<file path="src/design/psl_pkg.sv">
// Package holding the register map, setting indices, field positions and timing constants.
`default_nettype none
package psl_pkg;
  // Clock rate and derived tick constants.
  localparam int CLOCK_HZ = 20000000;
  localparam int MS_PER_SEC = 1000;
  localparam int SEC_PER_MIN = 60;
  localparam int MS_PER_MIN = MS_PER_SEC * SEC_PER_MIN;
  localparam int CYCLES_PER_MS = CLOCK_HZ / 1000;
  // Register byte offsets on the plain register port.
  localparam logic [8:0] ADDR_CTRL = 9'h000;
  localparam logic [8:0] ADDR_ARC = 9'h004;
  localparam logic [8:0] ADDR_STATUS = 9'h008;
  localparam logic [8:0] ADDR_I2T_A = 9'h00c;
  localparam logic [8:0] ADDR_I2T_B = 9'h010;
  localparam logic [8:0] ADDR_I2T_C = 9'h014;
  localparam logic [1:0] BANK_FIRST = 2'h2;
  localparam logic [1:0] BANK_SECOND = 2'h3;
  // Function bit positions, shared by enables, torque mask and in-service outputs.
  localparam int FN_GROUND_TIME = 0;
  localparam int FN_GROUND_LOW = 1;
  localparam int FN_GROUND_HIGH = 2;
  localparam int FN_PHASE_TIME = 3;
  localparam int FN_PHASE_LOW = 4;
  localparam int FN_PHASE_HIGH = 5;
  // Control register field positions.
  localparam int CTRL_GROUP_SWITCH_ENABLE = 8;
  localparam int CTRL_RECLOSE_ON_AUX = 9;
  localparam int CTRL_TRIP_MONITOR_ENABLE = 10;
  localparam int CTRL_INST_BLOCK_AFTER_RECLOSE = 11;
  localparam int CTRL_RECLOSE_BLOCK_ON_HIGH = 12;
  localparam int CTRL_INST_BLOCK_IN_LOCKOUT = 13;
  localparam int CTRL_SEQ_COORD_ENABLE = 14;
  localparam int CTRL_HIGH_INHIBIT_BY_COORD = 15;
  localparam int CTRL_SERIAL_SECOND_GROUP = 16;
  localparam logic [31:0] CTRL_RESET = 32'h0000_0000;
  // Breaker arc time setting limits and reset value, in milliseconds.
  localparam logic [7:0] ARC_MIN_MS = 8'h14;
  localparam logic [7:0] ARC_MAX_MS = 8'hc8;
  localparam logic [7:0] ARC_RESET = 8'h32;
  // Group-dependent setting table.
  localparam int NUM_GROUP_SETTINGS = 20;
  localparam int SET_W = 16;
  localparam int SET_T_PHASE_LOW = 11;
  localparam int SET_SEQ_DELAY = 16;
  localparam int SET_SEQ_RESTORE = 17;
  localparam int SET_TORQUE = 18;
  localparam int SET_RETURN_DELAY = 19;
  localparam logic [15:0] SET_RESET = 16'h0000;
  localparam logic [5:0] RETURN_MAX_MIN = 6'h3c;
  localparam logic [9:0] RESTORE_MIN_S = 10'h005;
  localparam logic [9:0] RESTORE_MAX_S = 10'h258;
  // Group selection states.
  typedef enum logic [2:0] {
    PSL_GRP_FIRST = 3'b001,
    PSL_GRP_SECOND = 3'b010,
    PSL_GRP_RETURN = 3'b100
  } psl_grp_t;
endpackage : psl_pkg
`default_nettype wire

</file>
<file path="src/design/psl_supervision.sv">
// Supervisory logic of a feeder relay: function gating, setting groups, reclose interplay and I2T.
//
// The implementer's own choices: the address-and-strobe port and the address map.
`default_nettype none
module psl_supervision
  import psl_pkg::*;
#(
  parameter int MS_CYCLES = CYCLES_PER_MS
) (
  input wire logic clock,
  input wire logic reset,
  input wire logic [8:0] reg_addr,
  input wire logic [31:0] reg_wdata,
  input wire logic reg_write,
  input wire logic reg_read,
  output logic [31:0] reg_rdata,
  input wire logic torque_contact_closed,
  input wire logic group_contact_closed,
  input wire logic breaker_aux_52b,
  input wire logic downstream_recloser_operated,
  input wire logic trip_voltage_present,
  input wire logic trip_issued,
  input wire logic inst_pickup,
  input wire logic high_set_operated,
  input wire logic current_above_toc_pickup,
  input wire logic recloser_after_first_close,
  input wire logic recloser_lockout,
  input wire logic [15:0] pole_a_current_sq,
  input wire logic [15:0] pole_b_current_sq,
  input wire logic [15:0] pole_c_current_sq,
  output logic [5:0] function_in_service,
  output logic second_group_active,
  output logic reclose_pause,
  output logic reclose_inhibit,
  output logic recloser_start,
  output logic trip_monitor_active,
  output logic trip_monitor_alarm,
  output logic coord_active
);

  // Software-visible control and arc time settings.
  logic [31:0] ctrl;
  logic [7:0] arc_time;
  // Two copies of the group-dependent settings.
  logic [SET_W-1:0] first_set [NUM_GROUP_SETTINGS];
  logic [SET_W-1:0] second_set [NUM_GROUP_SETTINGS];
  // Per-pole cumulative I2T totals in amp-squared milliseconds.
  logic [31:0] i2t_total [3];
  // Contact synchroniser stages and the previous synchronised value for edges.
  logic [4:0] sync_first, sync_second, sync_prev;
  // Millisecond tick generator.
  logic [31:0] ms_count;
  logic ms_tick;
  // Group selection state and timing.
  psl_grp_t grp_state, next_grp_state;
  logic by_serial;
  logic [21:0] ret_ms;
  // Sequence coordination state.
  logic [16:0] coord_ms;
  logic coord_timing;
  logic [19:0] restore_ms;
  // Arc interval counter for the I2T window.
  logic [7:0] arc_ms;
  logic arc_open;
  // Latched high-set operation used by the reclose inhibit.
  logic high_set_seen;
  // Synchronised contact names.
  wire torque_closed = sync_second[0];
  wire group_closed = sync_second[1];
  wire aux_52b = sync_second[2];
  wire downstream_op = sync_second[3];
  wire tv_present = sync_second[4];
  wire aux_rise = sync_second[2] & ~sync_prev[2];
  wire downstream_rise = sync_second[3] & ~sync_prev[3];
  // Register decode.
  wire [1:0] bank = reg_addr[8:7];
  wire [4:0] set_idx = reg_addr[6:2];
  wire idx_ok = (set_idx < 5'(NUM_GROUP_SETTINGS)) && (reg_addr[1:0] == 2'h0);
  wire wr_ctrl = reg_write && (reg_addr == ADDR_CTRL);
  wire wr_arc = reg_write && (reg_addr == ADDR_ARC);
  wire wr_first = reg_write && (bank == BANK_FIRST) && idx_ok;
  wire wr_second = reg_write && (bank == BANK_SECOND) && idx_ok;
  wire [2:0] wr_i2t = {reg_write && (reg_addr == ADDR_I2T_C),
                       reg_write && (reg_addr == ADDR_I2T_B),
                       reg_write && (reg_addr == ADDR_I2T_A)};
  // Active group selection of each setting.
  wire use_second = (grp_state != PSL_GRP_FIRST);
  wire [SET_W-1:0] act_torque = use_second ? second_set[SET_TORQUE] : first_set[SET_TORQUE];
  wire [SET_W-1:0] act_return = use_second ? second_set[SET_RETURN_DELAY] : first_set[SET_RETURN_DELAY];
  wire [SET_W-1:0] act_seq_dly = use_second ? second_set[SET_SEQ_DELAY] : first_set[SET_SEQ_DELAY];
  wire [SET_W-1:0] act_seq_res = use_second ? second_set[SET_SEQ_RESTORE] : first_set[SET_SEQ_RESTORE];
  wire [SET_W-1:0] act_t_low = use_second ? second_set[SET_T_PHASE_LOW] : first_set[SET_T_PHASE_LOW];
  // Torque mask: an open contact disables every marked function; zero marks none.
  wire [5:0] torque_mask = act_torque[5:0];
  wire [5:0] torque_drop = torque_closed ? 6'h00 : torque_mask;
  // Enables with the high-set dependency on the matching low-set.
  wire [5:0] en = ctrl[5:0];
  wire [5:0] en_eff = {en[FN_PHASE_HIGH] & en[FN_PHASE_LOW],
                       en[FN_PHASE_LOW], en[FN_PHASE_TIME],
                       en[FN_GROUND_HIGH] & en[FN_GROUND_LOW],
                       en[FN_GROUND_LOW], en[FN_GROUND_TIME]};
  // Instantaneous blocking from the recloser state.
  wire blk_after = ctrl[CTRL_INST_BLOCK_AFTER_RECLOSE] & (recloser_after_first_close | recloser_lockout);
  wire blk_lockout = ctrl[CTRL_INST_BLOCK_IN_LOCKOUT] & recloser_lockout;
  wire inst_block = blk_after | blk_lockout;
  wire low_coord_drop = coord_active;
  wire high_coord_drop = coord_active & ctrl[CTRL_HIGH_INHIBIT_BY_COORD];
  wire [5:0] inst_drop = {inst_block | high_coord_drop, inst_block | low_coord_drop, 1'b0,
                          inst_block | high_coord_drop, inst_block | low_coord_drop, 1'b0};
  wire [5:0] next_in_service = en_eff & ~torque_drop & ~inst_drop;
  // Group requests from the contact and the serial command.
  wire grp_enable = ctrl[CTRL_GROUP_SWITCH_ENABLE];
  wire serial_req = ctrl[CTRL_SERIAL_SECOND_GROUP];
  wire grp_req = by_serial ? serial_req : group_closed;
  wire [5:0] ret_min = (act_return[5:0] > RETURN_MAX_MIN) ? RETURN_MAX_MIN : act_return[5:0];
  wire [21:0] ret_target = 22'(ret_min) * 22'(MS_PER_MIN);
  // Coordination window and restore length in milliseconds.
  wire [16:0] coord_window = 17'(act_t_low) + 17'(act_seq_dly);
  wire [9:0] res_raw = act_seq_res[9:0];
  wire [9:0] res_sec = (res_raw < RESTORE_MIN_S) ? RESTORE_MIN_S :
                       (res_raw > RESTORE_MAX_S) ? RESTORE_MAX_S : res_raw;
  wire [19:0] res_target = 20'(res_sec) * 20'(MS_PER_SEC);
  // Arc time kept inside its range.
  wire [7:0] arc_eff = (arc_time < ARC_MIN_MS) ? ARC_MIN_MS :
                       (arc_time > ARC_MAX_MS) ? ARC_MAX_MS : arc_time;
  wire [15:0] pole_sq [3];
  assign pole_sq[0] = pole_a_current_sq;
  assign pole_sq[1] = pole_b_current_sq;
  assign pole_sq[2] = pole_c_current_sq;
  // Read multiplexer; unmapped addresses read zero.
  wire [31:0] status_word = {19'h0, coord_active, trip_monitor_alarm, reclose_inhibit, reclose_pause,
                             second_group_active, 2'h0, function_in_service};
  wire [31:0] next_rdata = (reg_addr == ADDR_CTRL) ? ctrl :
                           (reg_addr == ADDR_ARC) ? {24'h0, arc_time} :
                           (reg_addr == ADDR_STATUS) ? status_word :
                           (reg_addr == ADDR_I2T_A) ? i2t_total[0] :
                           (reg_addr == ADDR_I2T_B) ? i2t_total[1] :
                           (reg_addr == ADDR_I2T_C) ? i2t_total[2] :
                           (bank == BANK_FIRST && idx_ok) ? {16'h0, first_set[set_idx]} :
                           (bank == BANK_SECOND && idx_ok) ? {16'h0, second_set[set_idx]} : 32'h0;
  // Two flip-flops on every contact before any logic looks at it.
  always_ff @(posedge clock) begin
    if (reset) begin
      sync_first <= 5'h00;
      sync_second <= 5'h00;
      sync_prev <= 5'h00;
    end else begin
      sync_first <= {trip_voltage_present, downstream_recloser_operated, breaker_aux_52b,
                     group_contact_closed, torque_contact_closed};
      sync_second <= sync_first;
      sync_prev <= sync_second;
    end
  end
  // Free-running millisecond tick; all long timers count these ticks.
  always_ff @(posedge clock) begin
    if (reset) begin
      ms_count <= 32'h0;
      ms_tick <= 1'b0;
    end else begin
      ms_tick <= (ms_count == 32'(MS_CYCLES - 1));
      ms_count <= (ms_count == 32'(MS_CYCLES - 1)) ? 32'h0 : ms_count + 32'h1;
    end
  end
  // Control and arc time registers.
  always_ff @(posedge clock) begin
    if (reset) begin
      ctrl <= CTRL_RESET;
      arc_time <= ARC_RESET;
    end else begin
      if (wr_ctrl) ctrl <= reg_wdata;
      if (wr_arc) arc_time <= reg_wdata[7:0];
    end
  end
  // Setting tables; each copy is written only through its own bank.
  always_ff @(posedge clock) begin
    if (reset) begin
      for (int i = 0; i < NUM_GROUP_SETTINGS; i++) begin
        first_set[i] <= SET_RESET;
        second_set[i] <= SET_RESET;
      end
    end else begin
      if (wr_first) first_set[set_idx] <= reg_wdata[SET_W-1:0];
      if (wr_second) second_set[set_idx] <= reg_wdata[SET_W-1:0];
    end
  end
  // Read data stands in the cycle after the read strobe only.
  always_ff @(posedge clock) begin
    if (reset) begin
      reg_rdata <= 32'h0;
    end else begin
      reg_rdata <= reg_read ? next_rdata : 32'h0;
    end
  end
  // Next group state. Disabling the switch forces the first group at once.
  always_comb begin
    next_grp_state = grp_state;
    case (grp_state)
      PSL_GRP_FIRST: begin
        if (grp_enable && (group_closed || serial_req)) begin
          next_grp_state = PSL_GRP_SECOND;
        end
      end
      PSL_GRP_SECOND: begin
        if (!grp_req) begin
          next_grp_state = PSL_GRP_RETURN;
        end
      end
      PSL_GRP_RETURN: begin
        if (grp_req) begin
          next_grp_state = PSL_GRP_SECOND;
        end else if (ret_ms >= ret_target) begin
          next_grp_state = PSL_GRP_FIRST;
        end
      end
      default: begin
        next_grp_state = PSL_GRP_FIRST;
      end
    endcase
    if (!grp_enable) begin
      next_grp_state = PSL_GRP_FIRST;
    end
  end
  // Group state, its source, and the return timer which restarts on each entry to return.
  always_ff @(posedge clock) begin
    if (reset) begin
      grp_state <= PSL_GRP_FIRST;
      by_serial <= 1'b0;
      ret_ms <= 22'h0;
      second_group_active <= 1'b0;
    end else begin
      grp_state <= next_grp_state;
      second_group_active <= (next_grp_state != PSL_GRP_FIRST);
      if (grp_state == PSL_GRP_FIRST) by_serial <= serial_req; // The serial command wins when both ask together.
      if (grp_state != PSL_GRP_RETURN) begin
        ret_ms <= 22'h0;
      end else if (ms_tick) begin
        ret_ms <= ret_ms + 22'h1;
      end
    end
  end
  // Sequence coordination: the window opens on instantaneous pickup; a downstream operation
  // inside it takes the low-set functions out for the restore time, and the high-sets only with CTRL_HIGH_INHIBIT_BY_COORD.
  always_ff @(posedge clock) begin
    if (reset) begin
      coord_timing <= 1'b0;
      coord_ms <= 17'h0;
      coord_active <= 1'b0;
      restore_ms <= 20'h0;
    end else if (!ctrl[CTRL_SEQ_COORD_ENABLE]) begin
      coord_timing <= 1'b0;
      coord_ms <= 17'h0;
      coord_active <= 1'b0;
      restore_ms <= 20'h0;
    end else if (coord_active) begin
      // Restore runs on its own; a new operation does not extend it.
      if (restore_ms >= res_target) begin
        coord_active <= 1'b0;
      end else if (ms_tick) begin
        restore_ms <= restore_ms + 20'h1;
      end
    end else if (coord_timing) begin
      if (downstream_rise || downstream_op) begin
        coord_active <= 1'b1;
        coord_timing <= 1'b0;
        restore_ms <= 20'h0;
      end else if (coord_ms >= coord_window || !inst_pickup) begin
        coord_timing <= 1'b0;
      end else if (ms_tick) begin
        coord_ms <= coord_ms + 17'h1;
      end
    end else if (inst_pickup) begin
      coord_timing <= 1'b1;
      coord_ms <= 17'h0;
    end
  end
  // Function gating and recloser-facing outputs.
  always_ff @(posedge clock) begin
    if (reset) begin
      function_in_service <= 6'h00;
      reclose_pause <= 1'b0;
      high_set_seen <= 1'b0;
      reclose_inhibit <= 1'b0;
      recloser_start <= 1'b0;
    end else begin
      function_in_service <= next_in_service;
      // Pause tracks current while blk_after blocks (not under blk_lockout alone), even with time overcurrent out of service,
      // so the recloser stays in its paused reset delay until current falls.
      reclose_pause <= blk_after & current_above_toc_pickup;
      // A high-set operation is held until the recloser leaves its sequence and lockout;
      // a new operation in the clearing cycle is kept.
      if (high_set_operated) begin
        high_set_seen <= 1'b1;
      end else if (!recloser_after_first_close && !recloser_lockout) begin
        high_set_seen <= 1'b0;
      end
      reclose_inhibit <= ctrl[CTRL_RECLOSE_BLOCK_ON_HIGH] & (high_set_operated | high_set_seen);
      recloser_start <= trip_issued | (ctrl[CTRL_RECLOSE_ON_AUX] & aux_rise);
    end
  end
  // Trip voltage monitor only supervises when enabled.
  always_ff @(posedge clock) begin
    if (reset) begin
      trip_monitor_active <= 1'b0;
      trip_monitor_alarm <= 1'b0;
    end else begin
      trip_monitor_active <= ctrl[CTRL_TRIP_MONITOR_ENABLE];
      trip_monitor_alarm <= ctrl[CTRL_TRIP_MONITOR_ENABLE] & ~tv_present;
    end
  end
  // I2T window: each trip opens an arc-time interval during which I squared is summed per ms.
  // A trip while the window is open restarts it rather than being lost.
  always_ff @(posedge clock) begin
    if (reset) begin
      arc_open <= 1'b0;
      arc_ms <= 8'h00;
    end else if (trip_issued) begin
      arc_open <= 1'b1;
      arc_ms <= 8'h00;
    end else if (arc_open && ms_tick) begin
      arc_ms <= arc_ms + 8'h01;
      if (arc_ms + 8'h01 >= arc_eff) begin
        arc_open <= 1'b0;
      end
    end
  end
  // Per-pole totals; a software clear in the same cycle as an accumulation restarts the total from that sample.
  always_ff @(posedge clock) begin
    if (reset) begin
      for (int p = 0; p < 3; p++) begin
        i2t_total[p] <= 32'h0;
      end
    end else begin
      for (int p = 0; p < 3; p++) begin
        if (arc_open && ms_tick) begin
          i2t_total[p] <= (wr_i2t[p] ? 32'h0 : i2t_total[p]) + 32'(pole_sq[p]);
        end else if (wr_i2t[p]) begin
          i2t_total[p] <= 32'h0;
        end
      end
    end
  end
endmodule : psl_supervision
`default_nettype wire

</file>
<file path="config.mk">
export PLATFORM = sky130hd
export DESIGN_NAME = psl_supervision
export DESIGN_NICKNAME = d
export VERILOG_FILES = /design/src/design/psl_pkg.sv /design/src/design/psl_supervision.sv
export SDC_FILE = /design/constraint.sdc
export NUM_CORES = 2
export LEC_CHECK = 0
export BUFFER_PORTS_ARGS = -buffer_cell sky130_fd_sc_hd__buf_4
export CAP_MARGIN = 10
export CORE_MARGIN = 4
export CORE_UTILIZATION = 60
export DETAILED_ROUTE_END_ITERATION = 10
export PLACE_DENSITY = 0.77
export SYNTH_ARGS = -nofsm -noshare
export SYNTH_HDL_FRONTEND = slang
export SYNTH_SLANG_ARGS = --single-unit
</file>
<file path="constraint.sdc">
create_clock -name clock -period 8.5 [get_ports clock]
set_clock_uncertainty 0.05 [all_clocks]
set_input_delay 1.7 -clock clock [delete_from_list [all_inputs] [get_ports clock]]
set_output_delay 1.7 -clock clock [all_outputs]
set_load 0.005 [all_outputs]
</file>
# Word-level counts from Yosys, hierarchy flattened

Memory sizes are Yosys's and may differ from the RTL's.
Index checks and enable logic that the tools add are counted.

Bitwise logic cells: 33
Add/subtract/negate cells: 9
Eq/ne operators: 19
Order comparisons: 10
Muxes and demuxes: 87
Reductions and logical operators: 39
$mul: 2

Operators by type and width:

| operator                | count |
|---|---|
| $mux W32                | 15 |
| $mux W20                | 5 |
| $add A32 B16 Y32        | 3 |
| $mux W16                | 6 |
| $mux W17                | 5 |
| $mux W1                 | 39 |
| $add A32 B1 Y32 const B | 1 |
| $eq A32 B15 Y1 const B  | 1 |
| $reduce_or A16 Y1       | 2 |
| $mux W10                | 3 |
| $mux W6                 | 4 |
| $add A22 B1 Y22 const B | 1 |
| $ge A22 B22 Y1          | 1 |
| $add A20 B1 Y20 const B | 1 |
| $ge A20 B20 Y1          | 1 |
| $eq A9 B4 Y1 const B    | 2 |
| $eq A9 B5 Y1 const B    | 2 |
| $add A16 B16 Y17        | 1 |
| $add A17 B1 Y17 const B | 1 |
| $ge A17 B17 Y1          | 1 |
| $mul A10 B7 Y17 const B | 1 |
| $mul A6 B11 Y17 const B | 1 |
| $mux W8                 | 2 |
| $logic_and A1 B1 Y1     | 15 |
| 34 further kinds        | 85 |

Bits of input ports: 104
Bits in writable memories: 736
Memories kept: 3
Flip-flop bits (word level): 206
Output and inout port bits: 45
Word-level logic and storage cells: 227

Memory list:

| name       | depth | width | rd ports | clocked after memory_dff | wr ports | RTL line              | source |
|---|---|---|---|---|---|---|---|
| first_set  | 20    | 16    | 6        | 0                        | 20       | psl_supervision.sv:45 | `logic [SET_W-1:0] first_set [NUM_GROUP_SETTINGS];` |
| second_set | 20    | 16    | 6        | 0                        | 20       | psl_supervision.sv:46 | `logic [SET_W-1:0] second_set [NUM_GROUP_SETTINGS];` |
| i2t_total  | 3     | 32    | 3        | 0                        | 3        | psl_supervision.sv:48 | `logic [31:0] i2t_total [3];` |

# Logic depth before layout (Yosys ltp)

Word-level depth: 11
Gate-level depth with buffers: 35
Gate-level depth less buffers: 31

# Worst setup path after synthesis

Ideal clock, no wire load.

Path kind: register to register
Start: reg grp_state[0]
End: reg restore_ms[18]
Arrival: 7.219 ns
Period minus slack after synthesis: 7.340 ns
Cell stages (with the launch flop): 33
Setup time: 0.072 ns
Buffers on the path: 3
Path slack: 1.160 ns
Required time: 8.378 ns
Path through: dfxtp_1 -> nor2b_2 -> nor2b_1 -> buf_4 -> mux2i_1 -> a22oi_2 -> o211ai_2 -> a31oi_2 -> buf_4 -> nor3_1 -> fa_1 -> fa_1 -> inv_1 -> fa_1 -> fa_1 -> inv_1 -> ha_1 -> o21ai_0 -> a21oi_1 -> o21ai_0 -> a21oi_1 -> a21oi_1 -> xor2_1 -> ha_1 -> a21o_1 -> a21oi_1 -> nand2b_1 -> a21oi_1 -> o31ai_1 -> a21o_1 -> clkbuf_1 -> a2111oi_0 -> mux2i_1

Cells in the longest elaborated chain, start to end: 9
Elaborated cells on any way between the ends: 10
Those cells by class: 1 x mul; 3 x order compare; 2 x eq/ne; 3 x mux; 1 x reduce/logical

RTL lines:

| what                                   | RTL line               | source |
|---|---|---|
| from (decl)                            | psl_supervision.sv:55  | `psl_grp_t grp_state, next_grp_state;` |
| from (signal assigned)                 | psl_supervision.sv:231 | `grp_state <= next_grp_state;` |
| $ne A3 B1 Y1 (*)                       | psl_supervision.sv:87  | `wire use_second = (grp_state != PSL_GRP_FIRST);` |
| $mux W10 (*)                           | psl_supervision.sv:91  | `wire [SET_W-1:0] act_seq_res = use_second ? second_set[SET_SEQ_RESTORE] : first_set[SET_SEQ_RESTORE];` |
| $gt A10 B10 Y1                         | psl_supervision.sv:121 | `(res_raw > RESTORE_MAX_S) ? RESTORE_MAX_S : res_raw;` |
| $mux W10                               | psl_supervision.sv:121 |  |
| $mux W10 (*)                           | psl_supervision.sv:120 | `wire [9:0] res_sec = (res_raw < RESTORE_MIN_S) ? RESTORE_MIN_S :` |
| $mul A10 B7 Y17 (*)                    | psl_supervision.sv:122 | `wire [19:0] res_target = 20'(res_sec) * 20'(MS_PER_SEC);` |
| $ge A20 B20 Y1 (*)                     | psl_supervision.sv:256 | `if (restore_ms >= res_target) begin` |
| $ne A2 B2 Y1 (no source line) (*)      | --                     |  |
| $reduce_and A4 Y1 (no source line) (*) | --                     |  |
| to (signal assigned)                   | psl_supervision.sv:259 | `restore_ms <= restore_ms + 20'h1;` |
| to (decl)                              | psl_supervision.sv:61  | `logic [19:0] restore_ms;` |

Mark *: on every way between the ends. The rest lies on a longest branch, timed or not.
A chain may end at the register's enable or synchronous reset.

# Worst setup path after layout

Ends and elaborated chain as after synthesis.

==> results.cfg <==
[global_route]
grt_max_degree = 102
grt_pass1_wl_um = 270000
antenna_found_initial = 10
track_usage = 0.311
grt_overflow_total = 0
grt_pass1_vias = 43781

[die]
design.die.area_mm2 = 0.115
fp.coreArea_mm2 = 0.108
die_w_um = 338
rows = 120
dieHeight_um = 338
io_pins = 149
initial_core_util = 0.608

[clock_tree]
cts.clk_slew.worst_paths_ps = 60
cts-root-to-sink-buffers = 3
h-tree-depth = 4
cts.sinks = 1311
numCtsBuffers = 138
clk_latency_ps = 770
cts_hold_buf = 0
cts_root_buf = clkbuf_16
cts_tree = yes

[power_and_ir_drop]
p_switching_uw = 3890
power_frac_comb = 0.129
switching_share = 0.253
clockPowerShare = 0.391
irDropWorstVdd_mv = 0.243
seq_power_share = 0.481
cellPowerDensity_mw_per_mm2 = 209
internal_power_uw = 11500
p_leak_uw = 0.0283

[setup_path]
worst_path_most_repeated_cell = a21oi_1
rr_startpoint = grp_state[0]$_SDFF_PP1_
crit_fanout = 26
cpPeakStageDelay_ps = 530
required_ps = 9130
worst_path_max_delay_cell = fa_1
setup.worst_path.start = grp_state[0]$_SDFF_PP1_
path_class = reg2reg
endpoint_kind = register
cp.arrival_ps = 8540
startpoint_type = register

[logic_synthesis]
avgSynthCellArea_um2 = 12.3
yosys_warnings = 0
synth_top_area_cell = edfxtp_1
netlist_area_mm2 = 0.0655
syn-instance-count = 5329
synth_top_area_frac = 0.493
ys_types = 99
synth-seq-area-share = 0.565
synth.most_common_cell = edfxtp_1
synth_ff_type = edfxtp_1
ys_top_cells_by_count = 1076 x edfxtp_1, 713 x and2_1, 409 x nand2_1
synth-seq-cells = 1311
async_flop_share = 0
synth_area_leaders = edfxtp_1 49%, dfxtp_1 7.2%, and2_1 6.8%, mux2i_1 4.2%, ha_1 4.0%
synth_edf_count = 1076

[run_status]
status = finished clean

[final_layout]
syn2layout_area_growth_pct = 12.1
nNetsFinal = 6113
drive_gt1_frac = 0.116
fill_cells = 7679

[route]
route.detailed.drc = 0
routed-wl-met3_um = 19900
dr_wl_met2_um = 84600
ant_nets = 0
via_per_inst = 6.24
finalWirelength_um = 182000
vias = 45310
drt-initial-drc-count = 5661
drt-met1-wl_um = 67800
firstDrtPassIters = 6
dr.max_layer_used = met5
routedWlPerCell_um = 25.0

[sta]
max_slew.worst_pin.slew_ps = 1340
fin_hold_ws_ps = 349
finalSetupViolCount = 0
slew_headroom = 0.103
finalCritPeriodShare = 0.930
fin_crit_ps = 7910
tns_ps = 0
slew_viol_final = 0
max_freq_ghz = 0.126
rsz0062_at_grt = no
final-hold-violation-count = 0

[placement]
gp_congestion = 0.923
dp_hpwl_um = 120000
io_buffers = 148

[hold_path]
min_from = sync_second[4]$_SDFF_PP0_
hp-class = reg2reg

[run]
max-cap-violations = 0
## area by class of cell
cell class,instances,area (um^2),area share
multi-input combinational,3916,27800,0.379
antenna,6,15.0,0.000204
tap,1403,1760,0.0239
clock buffer,180,3710,0.0506
clock inverter,64,708,0.00964
inverter,137,514,0.00700
timing repair buffer,250,1930,0.0263
sequential,1311,37000,0.504
## what timing repair did
action | CTS | global route
pin swaps | 0 | 1
hold endpoints to repair | 0 | 0
setup endpoints to repair | 1 | 15
setup buffers | 0 | 2
resized for setup | 2 | 6
gates cloned | 0 | 0
## layer usage
layer,track usage,vias up
met2,0.493,2556
met3,0.0740,522
met5,0,-
met1,0.406,22137
met4,0.148,4
li1,-,20091
## through the flow
step                 util  worst slack, ps  std cells  cell area (um^2)  power (uW)
floorplan               -             1160       5700             66900        8850
global placement    0.641              256       7014             69000        9390
detailed placement  0.641             15.4       7014             69000        9450
CTS                 0.682              110       7258             73400       15400
global route        0.682             78.6       7262             73400       15900
finish              0.682              593       7267             73500       15400
## kinds of logic after synthesis
kind of cell,synth area share
AO/OA/AOI/OAI,0.0856
buffers and inverters,0.0328
adder cells (fa/ha/maj),0.0540
AND/OR/NAND/NOR,0.150
XOR/XNOR,0.0187
multiplexers,0.0938
flip-flops,0.565
other,0.0000572
## cells in the final DEF, fill, tap and decap left out, types with 47 or more instances in the layout
cell type     n
edfxtp_1   1076
and2_1      713
nand2_1     409
conb_1      372
mux2i_1     275
buf_4       244
dfxtp_1     235
nor2_1      234
a21oi_1     214
ha_1        209
o22ai_1     149
clkbuf_16   141
inv_1       136
mux4_2      107
nand3_1     103
mux2_2       86
xor2_1       85
o21ai_0      85
o21ai_1      65
a22oi_1      62
xnor2_1      55
a21o_1       53
nor4_1       47
## power by group through the flow
stage	clock network (uW)	registers (uW)	logic [uW]
finish	6010	7390	1980
global placement	0	7490	1890
detailed placement	0	7520	1930
global route	6310	7410	2180
floorplan	0	7470	1380
CTS	6040	7380	1950
## registers in the layout (all words and copies together) (netlist names), 20 cells and up
signal,flops
ctrl,32
first_set,500
i2t_total,96
ms_count,32
reg_rdata,32
restore_ms,20
ret_ms,22
second_set,512
## path summary, 6_finish.rpt
kind | endpoint | slack, ps | depth (start not counted)
worst max-delay path | restore_ms[18]$_SDFFE_PP0P_ | 590 | 31
worst min-delay path | trip_monitor_alarm$_SDFF_PP0_ | 350 | 1
worst min register to register | trip_monitor_alarm$_SDFF_PP0_ | 350 | 1
worst max register to register | restore_ms[18]$_SDFFE_PP0P_ | 590 | 31
## worst max-delay path: cells and delay by family (launching register included)
kind	cells	cell delay (ps)
buffers and inverters	4	560
AOI/OAI and AO/OA	16	3680
muxes	1	220
xor gates and xnor gates	1	190
adders and majority gates	6	2400
DFF	1	340
and+or+nand+nor	3	400
No activity file was read; power rests on OpenSTA's default activity.
